**src/include/vrs_pkg.sv**
```systemverilog
// Constants, register map and carrier types for the reader setup decoder.
package vrs_pkg;
  localparam int NUM_READERS = 3;
  localparam int LINE_W = 10;
  localparam int AW = 8;

  localparam logic [7:0] ADDR_ASSIGN = 8'h00;
  localparam logic [7:0] ADDR_STATUS = 8'h04;
  localparam logic [3:0] RDR_PAGE_FIRST = 4'h1;
  localparam logic [3:0] OFS_CFG = 4'h0;
  localparam logic [3:0] OFS_LINES = 4'h4;
  localparam logic [3:0] OFS_TIME = 4'h8;
  localparam logic [3:0] OFS_USER = 4'hC;

  localparam int CFG_MODE_LSB = 0;
  localparam int CFG_CRC_ALT_BIT = 3;
  localparam int CFG_FILM_TYPE_LSB = 4;
  localparam int CFG_FILM_RATE_LSB = 8;
  localparam int CFG_EDGE_STYLE_BIT = 10;
  localparam int CFG_EDGE_FMT_LSB = 11;
  localparam int LINES_START_LSB = 0;
  localparam int LINES_END_LSB = 16;
  localparam int STAT_VALID_LSB = 0;
  localparam int STAT_CRCERR_LSB = 4;

  localparam logic [LINE_W-1:0] LINE_START_RST = 10'h00A;
  localparam logic [LINE_W-1:0] LINE_END_RST = 10'h014;

  typedef enum logic [2:0] {
    ASG_LTC_VITC_OFF,
    ASG_VITC_VITC_OFF,
    ASG_VITC_X3,
    ASG_AUTO_OFF_OFF,
    ASG_THREE_LINE
  } vrs_asgn_t;

  typedef enum logic [2:0] {
    MODE_TIME_DATA,
    MODE_TIME_TIME,
    MODE_TIME_EDGE,
    MODE_KEY_INFO_PLUS_EDGE,
    MODE_DATA_DATA,
    MODE_TIME_DATE
  } vrs_mode_t;

  typedef enum logic [1:0] {TK_TIME, TK_NUMERIC, TK_KEY_INFO} vrs_tkind_t;
  typedef enum logic [1:0] {UK_NUMERIC, UK_TIME, UK_EDGE, UK_DATE} vrs_ukind_t;
  typedef enum logic [1:0] {
    CRC_STANDARD,
    CRC_FILM_KEY,
    CRC_CHECKSUM_A
  } vrs_crc_t;

  localparam vrs_mode_t FORCED_MODE = MODE_TIME_DATA;
  localparam logic FORCED_CRC_ALT = 1'b1;
  localparam logic FORCED_EDGE_STYLE = 1'b1;
  localparam logic [1:0] FORCED_EDGE_FMT = 2'h0;

  typedef struct packed {
    vrs_mode_t mode;
    logic crc_alt;
    logic [3:0] film_type;
    logic [1:0] film_rate;
    logic edge_style;
    logic [1:0] edge_fmt;
  } vrs_cfg_t;

  typedef struct packed {
    logic valid;
    logic [1:0] reader;
    logic [LINE_W-1:0] line;
    logic [63:0] bits;
    logic [7:0] crc;
  } vrs_word_t;

  typedef struct packed {
    logic [31:0] time_bits;
    logic [31:0] user_bits;
    vrs_tkind_t time_kind;
    vrs_ukind_t user_kind;
    logic edge_used;
    logic [3:0] film_type;
    logic [1:0] film_rate;
    logic edge_style;
    logic [1:0] edge_fmt;
  } vrs_disp_t;
endpackage : vrs_pkg

```
**src/hw/vrs_word_check.sv**
```systemverilog
// Line range gate and checksum check for one reader.
`timescale 1ns/1ps
module vrs_word_check #(
  parameter logic [7:0] FILM_KEY_SEED = 8'h5A,
  parameter logic [7:0] CHECKSUM_A_SEED = 8'hA5
) (
  input wire vrs_pkg::vrs_word_t word_i,
  input wire logic [vrs_pkg::LINE_W-1:0] start_i,
  input wire logic [vrs_pkg::LINE_W-1:0] end_i,
  input wire vrs_pkg::vrs_crc_t crc_sel_i,
  output logic in_range_o,
  output logic crc_ok_o
);
  logic [7:0] sum;
  logic [7:0] seed;

  always_comb begin
    sum = 8'h00;
    for (int i = 0; i < 8; i++) begin
      sum = sum ^ word_i.bits[8*i +: 8];
    end
    case (crc_sel_i)
      vrs_pkg::CRC_FILM_KEY: seed = FILM_KEY_SEED;
      vrs_pkg::CRC_CHECKSUM_A: seed = CHECKSUM_A_SEED;
      default: seed = 8'h00;
    endcase
    crc_ok_o = (word_i.crc == (sum ^ seed));
    in_range_o = (word_i.line >= start_i) && (word_i.line <= end_i);
  end
endmodule : vrs_word_check

```
**src/hw/vrs_mode_map.sv**
```systemverilog
// Effective mode, checksum variant and field meaning for one reader.
`timescale 1ns/1ps
module vrs_mode_map #(
  parameter int READER_ID = 0
) (
  input wire vrs_pkg::vrs_cfg_t cfg_i,
  input wire logic three_line_assignment_i,
  output vrs_pkg::vrs_cfg_t eff_o,
  output vrs_pkg::vrs_crc_t crc_sel_o,
  output vrs_pkg::vrs_tkind_t time_kind_o,
  output vrs_pkg::vrs_ukind_t user_kind_o,
  output logic edge_used_o
);
  always_comb begin
    eff_o = cfg_i;
    if (three_line_assignment_i) begin
      eff_o.mode = vrs_pkg::FORCED_MODE;
      eff_o.crc_alt = vrs_pkg::FORCED_CRC_ALT;
      eff_o.edge_style = vrs_pkg::FORCED_EDGE_STYLE;
      eff_o.edge_fmt = vrs_pkg::FORCED_EDGE_FMT;
    end
    if (!eff_o.crc_alt) begin
      crc_sel_o = vrs_pkg::CRC_STANDARD;
    end else if (READER_ID == 2) begin
      crc_sel_o = vrs_pkg::CRC_CHECKSUM_A;
    end else begin
      crc_sel_o = vrs_pkg::CRC_FILM_KEY;
    end
    case (eff_o.mode)
      vrs_pkg::MODE_TIME_TIME: begin
        time_kind_o = vrs_pkg::TK_TIME;
        user_kind_o = vrs_pkg::UK_TIME;
      end
      vrs_pkg::MODE_TIME_EDGE: begin
        time_kind_o = vrs_pkg::TK_TIME;
        user_kind_o = vrs_pkg::UK_EDGE;
      end
      vrs_pkg::MODE_KEY_INFO_PLUS_EDGE: begin
        time_kind_o = vrs_pkg::TK_KEY_INFO;
        user_kind_o = vrs_pkg::UK_EDGE;
      end
      vrs_pkg::MODE_DATA_DATA: begin
        time_kind_o = vrs_pkg::TK_NUMERIC;
        user_kind_o = vrs_pkg::UK_NUMERIC;
      end
      vrs_pkg::MODE_TIME_DATE: begin
        time_kind_o = vrs_pkg::TK_TIME;
        user_kind_o = vrs_pkg::UK_DATE;
      end
      default: begin
        time_kind_o = vrs_pkg::TK_TIME;
        user_kind_o = vrs_pkg::UK_NUMERIC;
      end
    endcase
    edge_used_o = (user_kind_o == vrs_pkg::UK_EDGE);
  end
endmodule : vrs_mode_map

```
**src/hw/vrs_reader_setup.sv**
```systemverilog
// Reader setup decoder: registers, gating, checksum and field mapping.
`timescale 1ns/1ps
module vrs_reader_setup #(
  parameter logic [7:0] FILM_KEY_SEED = 8'h5A,
  parameter logic [7:0] CHECKSUM_A_SEED = 8'hA5
) (
  input wire logic clk_i,
  input wire logic rst_n_i,
  input wire logic hsel_i,
  input wire logic [31:0] haddr_i,
  input wire logic [1:0] htrans_i,
  input wire logic hwrite_i,
  input wire logic [2:0] hsize_i,
  input wire logic [31:0] hwdata_i,
  input wire logic hready_i,
  output logic hreadyout_o,
  output logic hresp_o,
  output logic [31:0] hrdata_o,
  input wire vrs_pkg::vrs_word_t word_i,
  output vrs_pkg::vrs_disp_t [vrs_pkg::NUM_READERS-1:0] disp_o,
  output logic [vrs_pkg::NUM_READERS-1:0] disp_upd_o
);
  localparam int NR = vrs_pkg::NUM_READERS;
  localparam int LW = vrs_pkg::LINE_W;

  vrs_pkg::vrs_asgn_t assign_sel;
  vrs_pkg::vrs_cfg_t [NR-1:0] cfg;
  logic [NR-1:0][LW-1:0] line_start;
  logic [NR-1:0][LW-1:0] line_end;
  logic [NR-1:0] data_valid;
  logic [NR-1:0] crc_err;

  logic three_line_assignment;
  logic [NR-1:0] is_vitc;
  vrs_pkg::vrs_cfg_t [NR-1:0] eff;
  vrs_pkg::vrs_crc_t [NR-1:0] crc_sel;
  vrs_pkg::vrs_tkind_t [NR-1:0] time_kind;
  vrs_pkg::vrs_ukind_t [NR-1:0] user_kind;
  logic [NR-1:0] edge_used;
  logic [NR-1:0] in_range;
  logic [NR-1:0] crc_ok;
  logic [NR-1:0] hit;
  logic [NR-1:0] accept;
  logic [NR-1:0] reject;

  logic ph_wr;
  logic ph_rd;
  logic rd_done;
  logic [vrs_pkg::AW-1:0] ph_addr;
  logic take;
  logic [1:0] rsel;
  logic rhit;
  logic [3:0] rofs;
  logic [3:0] rpage;
  logic [31:0] next_rdata;

  assign three_line_assignment = (assign_sel == vrs_pkg::ASG_THREE_LINE);

  always_comb begin
    case (assign_sel)
      vrs_pkg::ASG_LTC_VITC_OFF: is_vitc = 3'h2;
      vrs_pkg::ASG_VITC_VITC_OFF: is_vitc = 3'h3;
      vrs_pkg::ASG_VITC_X3: is_vitc = 3'h7;
      vrs_pkg::ASG_THREE_LINE: is_vitc = 3'h7;
      vrs_pkg::ASG_AUTO_OFF_OFF: is_vitc = 3'h1;
      default: is_vitc = 3'h0;
    endcase
  end

  for (genvar r = 0; r < NR; r++) begin : g_rdr
    vrs_mode_map #(
      .READER_ID(r)
    ) u_map (
      .cfg_i(cfg[r]),
      .three_line_assignment_i(three_line_assignment),
      .eff_o(eff[r]),
      .crc_sel_o(crc_sel[r]),
      .time_kind_o(time_kind[r]),
      .user_kind_o(user_kind[r]),
      .edge_used_o(edge_used[r])
    );
    vrs_word_check #(
      .FILM_KEY_SEED(FILM_KEY_SEED),
      .CHECKSUM_A_SEED(CHECKSUM_A_SEED)
    ) u_chk (
      .word_i(word_i),
      .start_i(line_start[r]),
      .end_i(line_end[r]),
      .crc_sel_i(crc_sel[r]),
      .in_range_o(in_range[r]),
      .crc_ok_o(crc_ok[r])
    );
    assign hit[r] = word_i.valid && (word_i.reader == 2'(r)) && is_vitc[r]
                    && in_range[r];
    assign accept[r] = hit[r] && crc_ok[r];
    assign reject[r] = hit[r] && !crc_ok[r];
  end

  always_ff @(posedge clk_i or negedge rst_n_i) begin
    if (!rst_n_i) begin
      disp_o <= '0;
      disp_upd_o <= '0;
    end else begin
      disp_upd_o <= accept;
      for (int r = 0; r < NR; r++) begin
        if (accept[r]) begin
          disp_o[r].time_bits <= word_i.bits[31:0];
          disp_o[r].user_bits <= word_i.bits[63:32];
          disp_o[r].time_kind <= time_kind[r];
          disp_o[r].user_kind <= user_kind[r];
          disp_o[r].edge_used <= edge_used[r];
          if (edge_used[r]) begin
            disp_o[r].film_type <= eff[r].film_type;
            disp_o[r].film_rate <= eff[r].film_rate;
            disp_o[r].edge_style <= eff[r].edge_style;
            disp_o[r].edge_fmt <= eff[r].edge_fmt;
          end else begin
            disp_o[r].film_type <= 4'h0;
            disp_o[r].film_rate <= 2'h0;
            disp_o[r].edge_style <= 1'b0;
            disp_o[r].edge_fmt <= 2'h0;
          end
        end
      end
    end
  end

  assign take = hsel_i && hready_i && htrans_i[1];
  assign hreadyout_o = !(ph_rd && !rd_done);
  assign hresp_o = 1'b0;

  always_ff @(posedge clk_i or negedge rst_n_i) begin
    if (!rst_n_i) begin
      ph_wr <= 1'b0;
      ph_rd <= 1'b0;
      ph_addr <= '0;
    end else if (hready_i) begin
      ph_wr <= take && hwrite_i;
      ph_rd <= take && !hwrite_i;
      if (take) begin
        ph_addr <= haddr_i[vrs_pkg::AW-1:0];
      end
    end
  end

  always_ff @(posedge clk_i or negedge rst_n_i) begin
    if (!rst_n_i) begin
      rd_done <= 1'b0;
      hrdata_o <= '0;
    end else if (ph_rd && !rd_done) begin
      rd_done <= 1'b1;
      hrdata_o <= next_rdata;
    end else if (hready_i) begin
      rd_done <= 1'b0;
    end
  end

  always_comb begin
    rofs = ph_addr[3:0];
    rpage = ph_addr[7:4] - vrs_pkg::RDR_PAGE_FIRST;
    rsel = rpage[1:0];
    rhit = (ph_addr[7:4] >= vrs_pkg::RDR_PAGE_FIRST)
           && (rpage < 4'(NR)) && (ph_addr[1:0] == 2'h0);
  end

  always_comb begin
    next_rdata = 32'h0000_0000;
    if (ph_addr == vrs_pkg::ADDR_ASSIGN) begin
      next_rdata[2:0] = assign_sel;
    end else if (ph_addr == vrs_pkg::ADDR_STATUS) begin
      next_rdata[vrs_pkg::STAT_VALID_LSB +: NR] = data_valid;
      next_rdata[vrs_pkg::STAT_CRCERR_LSB +: NR] = crc_err;
    end else if (rhit) begin
      case (rofs)
        vrs_pkg::OFS_CFG: begin
          next_rdata[vrs_pkg::CFG_MODE_LSB +: 3] = cfg[rsel].mode;
          next_rdata[vrs_pkg::CFG_CRC_ALT_BIT] = cfg[rsel].crc_alt;
          next_rdata[vrs_pkg::CFG_FILM_TYPE_LSB +: 4] = cfg[rsel].film_type;
          next_rdata[vrs_pkg::CFG_FILM_RATE_LSB +: 2] = cfg[rsel].film_rate;
          next_rdata[vrs_pkg::CFG_EDGE_STYLE_BIT] = cfg[rsel].edge_style;
          next_rdata[vrs_pkg::CFG_EDGE_FMT_LSB +: 2] = cfg[rsel].edge_fmt;
        end
        vrs_pkg::OFS_LINES: begin
          next_rdata[vrs_pkg::LINES_START_LSB +: LW] = line_start[rsel];
          next_rdata[vrs_pkg::LINES_END_LSB +: LW] = line_end[rsel];
        end
        vrs_pkg::OFS_TIME: next_rdata = disp_o[rsel].time_bits;
        vrs_pkg::OFS_USER: next_rdata = disp_o[rsel].user_bits;
        default: next_rdata = 32'h0000_0000;
      endcase
    end
  end

  always_ff @(posedge clk_i or negedge rst_n_i) begin
    if (!rst_n_i) begin
      assign_sel <= vrs_pkg::ASG_LTC_VITC_OFF;
    end else if (ph_wr && (ph_addr == vrs_pkg::ADDR_ASSIGN)) begin
      assign_sel <= vrs_pkg::vrs_asgn_t'(hwdata_i[2:0]);
    end
  end

  always_ff @(posedge clk_i or negedge rst_n_i) begin
    if (!rst_n_i) begin
      cfg <= '0;
      line_start <= {NR{vrs_pkg::LINE_START_RST}};
      line_end <= {NR{vrs_pkg::LINE_END_RST}};
    end else if (ph_wr && rhit) begin
      if (rofs == vrs_pkg::OFS_CFG) begin
        cfg[rsel].mode <= vrs_pkg::vrs_mode_t'(
          hwdata_i[vrs_pkg::CFG_MODE_LSB +: 3]);
        cfg[rsel].crc_alt <= hwdata_i[vrs_pkg::CFG_CRC_ALT_BIT];
        cfg[rsel].film_type <= hwdata_i[vrs_pkg::CFG_FILM_TYPE_LSB +: 4];
        cfg[rsel].film_rate <= hwdata_i[vrs_pkg::CFG_FILM_RATE_LSB +: 2];
        cfg[rsel].edge_style <= hwdata_i[vrs_pkg::CFG_EDGE_STYLE_BIT];
        cfg[rsel].edge_fmt <= hwdata_i[vrs_pkg::CFG_EDGE_FMT_LSB +: 2];
      end else if (rofs == vrs_pkg::OFS_LINES) begin
        line_start[rsel] <= hwdata_i[vrs_pkg::LINES_START_LSB +: LW];
        line_end[rsel] <= hwdata_i[vrs_pkg::LINES_END_LSB +: LW];
      end
    end
  end

  always_ff @(posedge clk_i or negedge rst_n_i) begin
    if (!rst_n_i) begin
      data_valid <= '0;
      crc_err <= '0;
    end else begin
      data_valid <= data_valid | accept;
      if (ph_wr && (ph_addr == vrs_pkg::ADDR_STATUS)) begin
        crc_err <= (crc_err & ~hwdata_i[vrs_pkg::STAT_CRCERR_LSB +: NR])
                   | reject;
      end else begin
        crc_err <= crc_err | reject;
      end
    end
  end

  // Checks on the reader selected by the incoming word.
  logic [LW-1:0] cur_start;
  logic [LW-1:0] cur_end;
  logic cur_vitc;
  logic cur_ok;
  logic cur_hit;
  always_comb begin
    cur_start = '0;
    cur_end = '0;
    cur_vitc = 1'b0;
    cur_ok = 1'b0;
    cur_hit = 1'b0;
    if (word_i.reader < 2'(NR)) begin
      cur_start = line_start[word_i.reader];
      cur_end = line_end[word_i.reader];
      cur_vitc = is_vitc[word_i.reader];
      cur_ok = crc_ok[word_i.reader];
      cur_hit = hit[word_i.reader];
    end
  end

  property p_range_gate;
    @(posedge clk_i) disable iff (!rst_n_i)
    (|disp_upd_o) |-> ($past(word_i.line) >= $past(cur_start))
                      && ($past(word_i.line) <= $past(cur_end));
  endproperty
  a_range_gate: assert property (p_range_gate)
    else $error("update from a line outside the range");

  property p_vitc_only;
    @(posedge clk_i) disable iff (!rst_n_i)
    (|disp_upd_o) |-> $past(cur_vitc) && $past(word_i.valid);
  endproperty
  a_vitc_only: assert property (p_vitc_only)
    else $error("update on a reader not reading vertical code");

  property p_crc_choice;
    @(posedge clk_i) disable iff (!rst_n_i)
    (crc_sel[2] != vrs_pkg::CRC_FILM_KEY)
    && (crc_sel[0] != vrs_pkg::CRC_CHECKSUM_A)
    && (crc_sel[1] != vrs_pkg::CRC_CHECKSUM_A);
  endproperty
  a_crc_choice: assert property (p_crc_choice)
    else $error("checksum variant not offered on this reader");

  property p_good_only;
    @(posedge clk_i) disable iff (!rst_n_i)
    (|disp_upd_o) |-> $past(cur_ok);
  endproperty
  a_good_only: assert property (p_good_only)
    else $error("update from a word that failed its checksum");

  property p_bad_dropped;
    @(posedge clk_i) disable iff (!rst_n_i)
    (cur_hit && !cur_ok) |=> $stable(disp_o) && (disp_upd_o == '0)
                             && (crc_err != '0);
  endproperty
  a_bad_dropped: assert property (p_bad_dropped)
    else $error("failed word changed the decoded values");

  property p_dual_numeric;
    @(posedge clk_i) disable iff (!rst_n_i)
    disp_upd_o[0] && ($past(eff[0].mode) == vrs_pkg::MODE_DATA_DATA)
    |-> (disp_o[0].time_kind == vrs_pkg::TK_NUMERIC)
        && (disp_o[0].user_kind == vrs_pkg::UK_NUMERIC);
  endproperty
  a_dual_numeric: assert property (p_dual_numeric)
    else $error("dual numeric mode decoded wrongly");

  property p_key_info;
    @(posedge clk_i) disable iff (!rst_n_i)
    disp_upd_o[1]
    && ($past(eff[1].mode) == vrs_pkg::MODE_KEY_INFO_PLUS_EDGE)
    |-> (disp_o[1].time_kind == vrs_pkg::TK_KEY_INFO)
        && (disp_o[1].user_kind == vrs_pkg::UK_EDGE)
        && (disp_o[1].edge_fmt == $past(eff[1].edge_fmt));
  endproperty
  a_key_info: assert property (p_key_info)
    else $error("key info mode decoded wrongly");

  property p_edge_fields;
    @(posedge clk_i) disable iff (!rst_n_i)
    disp_upd_o[0] && !disp_o[0].edge_used
    |-> (disp_o[0].film_type == 4'h0) && (disp_o[0].edge_fmt == 2'h0);
  endproperty
  a_edge_fields: assert property (p_edge_fields)
    else $error("edge settings leaked outside edge modes");

  property p_three_line;
    @(posedge clk_i) disable iff (!rst_n_i)
    three_line_assignment |-> (eff[2].mode == vrs_pkg::FORCED_MODE)
                              && (crc_sel[2] == vrs_pkg::CRC_CHECKSUM_A)
                              && (eff[0].edge_fmt == vrs_pkg::FORCED_EDGE_FMT);
  endproperty
  a_three_line: assert property (p_three_line)
    else $error("three line assignment did not force settings");

  property p_read_wait;
    @(posedge clk_i) disable iff (!rst_n_i)
    (take && !hwrite_i) |=> !hreadyout_o ##1 hreadyout_o;
  endproperty
  a_read_wait: assert property (p_read_wait)
    else $error("read data phase length wrong");
endmodule : vrs_reader_setup

```
**config.mk**
```make
export PLATFORM = sky130hd
export DESIGN_NAME = vrs_reader_setup
export DESIGN_NICKNAME = d
export VERILOG_FILES = /design/src/include/vrs_pkg.sv /design/src/hw/vrs_word_check.sv /design/src/hw/vrs_mode_map.sv /design/src/hw/vrs_reader_setup.sv
export SDC_FILE = /design/constraint.sdc
export NUM_CORES = 1
export LEC_CHECK = 0
export ABC_AREA = 1
export BUFFER_PORTS_ARGS = -buffer_cell sky130_fd_sc_hd__buf_4
export CAP_MARGIN = 5
export CORE_ASPECT_RATIO = 0.9
export CORE_MARGIN = 2
export CORE_UTILIZATION = 45
export DETAILED_ROUTE_END_ITERATION = 10
export PLACE_DENSITY_LB_ADDON = 0.1
export SETUP_SLACK_MARGIN = 0.5
export SLEW_MARGIN = 20
export SYNTH_ARGS = -nofsm -noshare
export SYNTH_HDL_FRONTEND = slang
export SYNTH_HIERARCHICAL = 1
export SYNTH_SLANG_ARGS = --single-unit
```
**constraint.sdc**
```tcl
create_clock -name clk_i -period 4.2 [get_ports clk_i]
set_clock_uncertainty 0.05 [all_clocks]
set_input_delay 0.42 -clock clk_i [delete_from_list [all_inputs] [get_ports clk_i]]
set_output_delay 0.42 -clock clk_i [all_outputs]
set_load 0.02 [all_outputs]
```
==> metrics <==
cts bufs inserted=44; die height=220.9 um; core area=0.05170 mm2; Buf+Inv Stages, Crit Path=5; wire per inst=19.68 um; DR WL met3=7858 um; ratio of cells with drive above 1 in the final layout=16.58%; status=complete, no violations; Pwr per Cell Area=348.9 mW/mm2; Power, Total=0.01004 W; dpl cells=4417; # nets final=4015; Vias=23.45k; # DRC=0; Vias/cell=5.195; crit path max fanout=64; root buffer cell=clkbuf_16; CP arrival=3.87 ns; Die X=245.0 um; Top cell by count, worst path=nand2_1; f_max=284.6 MHz; syn nets=3673; Post-Layout Cell Count=4514; initial antenna violation count=4; HPWL Detailed=65690 um; Cell Area, Synth=0.02353 mm2; maximum vdd drop=0.2807 mV; Worst Setup SP=assign_sel[1]; maximum clock insertion buffer count=3; Worst path slowest cell=buf_4; DR WL met2=39490 um; FF-to-FF Start=assign_sel[1]; Worst setup EP type=flop; CTS tree=built; M1 wire length=39060 um; yosys synthesis warning count=6; critical path cell sequence=inv_1, nand2_1, nor2_2, or2_2, nand2_2, inv_2, nand2_2, nand2_1, nand2_1, nand2_1, inv_1, nand2_1, nand2_1, nor2_1, nand2_1, nor2_2, inv_1, nor2_4, buf_4, o21ai_0; vias in the first global route=21.39k; Slew headroom=27.67%; Final GP Congestion=0.9119; DRT Wirelength=88820 um; num ports=430; Slew Limit Fails=0; number of cell rows=79; Synth-to-Final Area Change=22.31%; static leakage=15.88 nW; Startpoint Class=flop; first-pass GRT wire length=131700 um; starting density of the core=45.52%; Post-Syn Instances=3449; fin crit share=83.65%; hold_sp=hwdata_i[11]; DP Area=0.02708 mm2; IO Port Bufs=391; die area=0.05414 mm2; H-Tree Level Count=2; max-cap check violation count=0; CP peak stage delay=0.60 ns; Final setup viols=0; HP Class=input pin to flop; Final Hold Vio Count=0; # clock sinks=388; largest net degree at the start of global routing=111; Routed Antenna Nets=0; Avg Cell Area, Syn=6.823 um2; max layer used=met5; crit-path leading delay family=simple AND/OR/NAND/NOR gates; worst skew pair latency=0.59 ns; min Tclk post-route=3.513 ns; GR Util All Layers=31.85%; design area=0.02878 mm2; GRT overflow=0; type of the worst setup path=flop to flop; Worst-path clk slew=0.06 ns; setup TNS=0 ns; Initial DRT Pass Iterations=6; worst slew pin tran=1.077 ns; unrepaired setup endpoints after global routing=true; initial DRC count=2044; WP data required=4.56 ns
-- state kept, by name, indices dropped and copies added (netlist names), 8 cells and up --
name / flops
cfg: 39
disp_o: 234
hrdata_o: 32
line_end: 30
ph_addr: 8
line_start: 30
-- through the flow --
step | worst slack, ns | utilization, % | hold WS (ns)
after floorplan | 0.9922 | - | 0.07441
after global placement | 0.6894 | 52.38 | 0.4091
after detailed placement | 0.6572 | 52.38 | 0.4132
after CTS | 0.6248 | 55.49 | 0.0005216
after global routing | 0.4383 | 55.67 | 0.02649
final | 0.6866 | 55.67 | 0.02207
-- repair_timing --
| item | CTS | global route |
|---|---|---|
| gates resized for setup | 0 | 5 |
| endpoints found under the setup margin | 0 | 201 |
| hold buffers | 10 | 0 |
| setup buffers | 0 | 4 |
| hold endpoints to repair | 117 | 0 |
-- power breakdown --
group / internal (W) / switching [W] / total [W]
Combinational: 0.000610 / 0.00150 / 0.00211
Sequential: 0.00380 / 0.0000495 / 0.00385
Clock: 0.00245 / 0.00164 / 0.00409
-- cell usage in the layout (no fill, tap or decap), drive strengths merged, types with 4 or more instances in the layout --
master / instances
nand4: 14
dlygate4sd3: 10
bufinv: 5
o21ai: 370
xnor2: 27
nor3: 19
o22ai: 11
inv: 439
nor2: 142
conb: 4
a21oi: 58
xor2: 13
o211ai: 29
a22o: 19
ha: 65
nand2: 1464
dfrtp: 376
clkbuf: 66
buf: 435
or2: 18
dfstp: 12
nand3b: 18
a211oi: 6
clkinv: 10
nand3: 179
-- worst register-to-register path, cell delays in order, from the launching register on --
cell and delay (ns):
dfrtp_1 0.38, inv_1 0.16, nand2_1 0.11, nor2_2 0.25
or2_2 0.24, nand2_2 0.15, inv_2 0.11, nand2_2 0.06
nand2_1 0.05, nand2_1 0.04, nand2_1 0.06, inv_1 0.04
nand2_1 0.05, nand2_1 0.08, nor2_1 0.12, nand2_1 0.07
nor2_2 0.22, inv_1 0.11, nor2_4 0.13, buf_4 0.60
o21ai_0 0.25
-- metal layers --
layer	GRT usage (%)	vias to the layer above
met1	45.53	10930
li1	-	11460
met2	48.63	936
met5	0	-
met4	9.658	2
met3	6.307	127
-- final cells by class --
| type | count | area, um2 |
|---|---|---|
| diodes | 2 | 5.005 |
| clock inverters | 13 | 202.7 |
| fillers | 5108 | 22910 |
| multi-input cells | 2469 | 11530 |
| well taps | 688 | 860.8 |
| repair buffers | 445 | 3486 |
| inverters | 443 | 1663 |
| flip-flops and latches | 388 | 9726 |
| clock buffers | 66 | 1305 |
-- worst paths after layout --
check | depth (start not counted) | endpoint | slack, ns
worst max-delay path | 20 | disp_o[227] | 0.69
worst min-delay path | 3 | cfg[0] | 0.02
worst max register to register | 20 | disp_o[227] | 0.69
worst min register to register | 2 | disp_o[165] | 0.43
max in group asynchronous | 3 | disp_o[213] | 2.61
min in group asynchronous | 2 | disp_o[5] | 0.42
No activity file was read; power rests on OpenSTA's default activity.
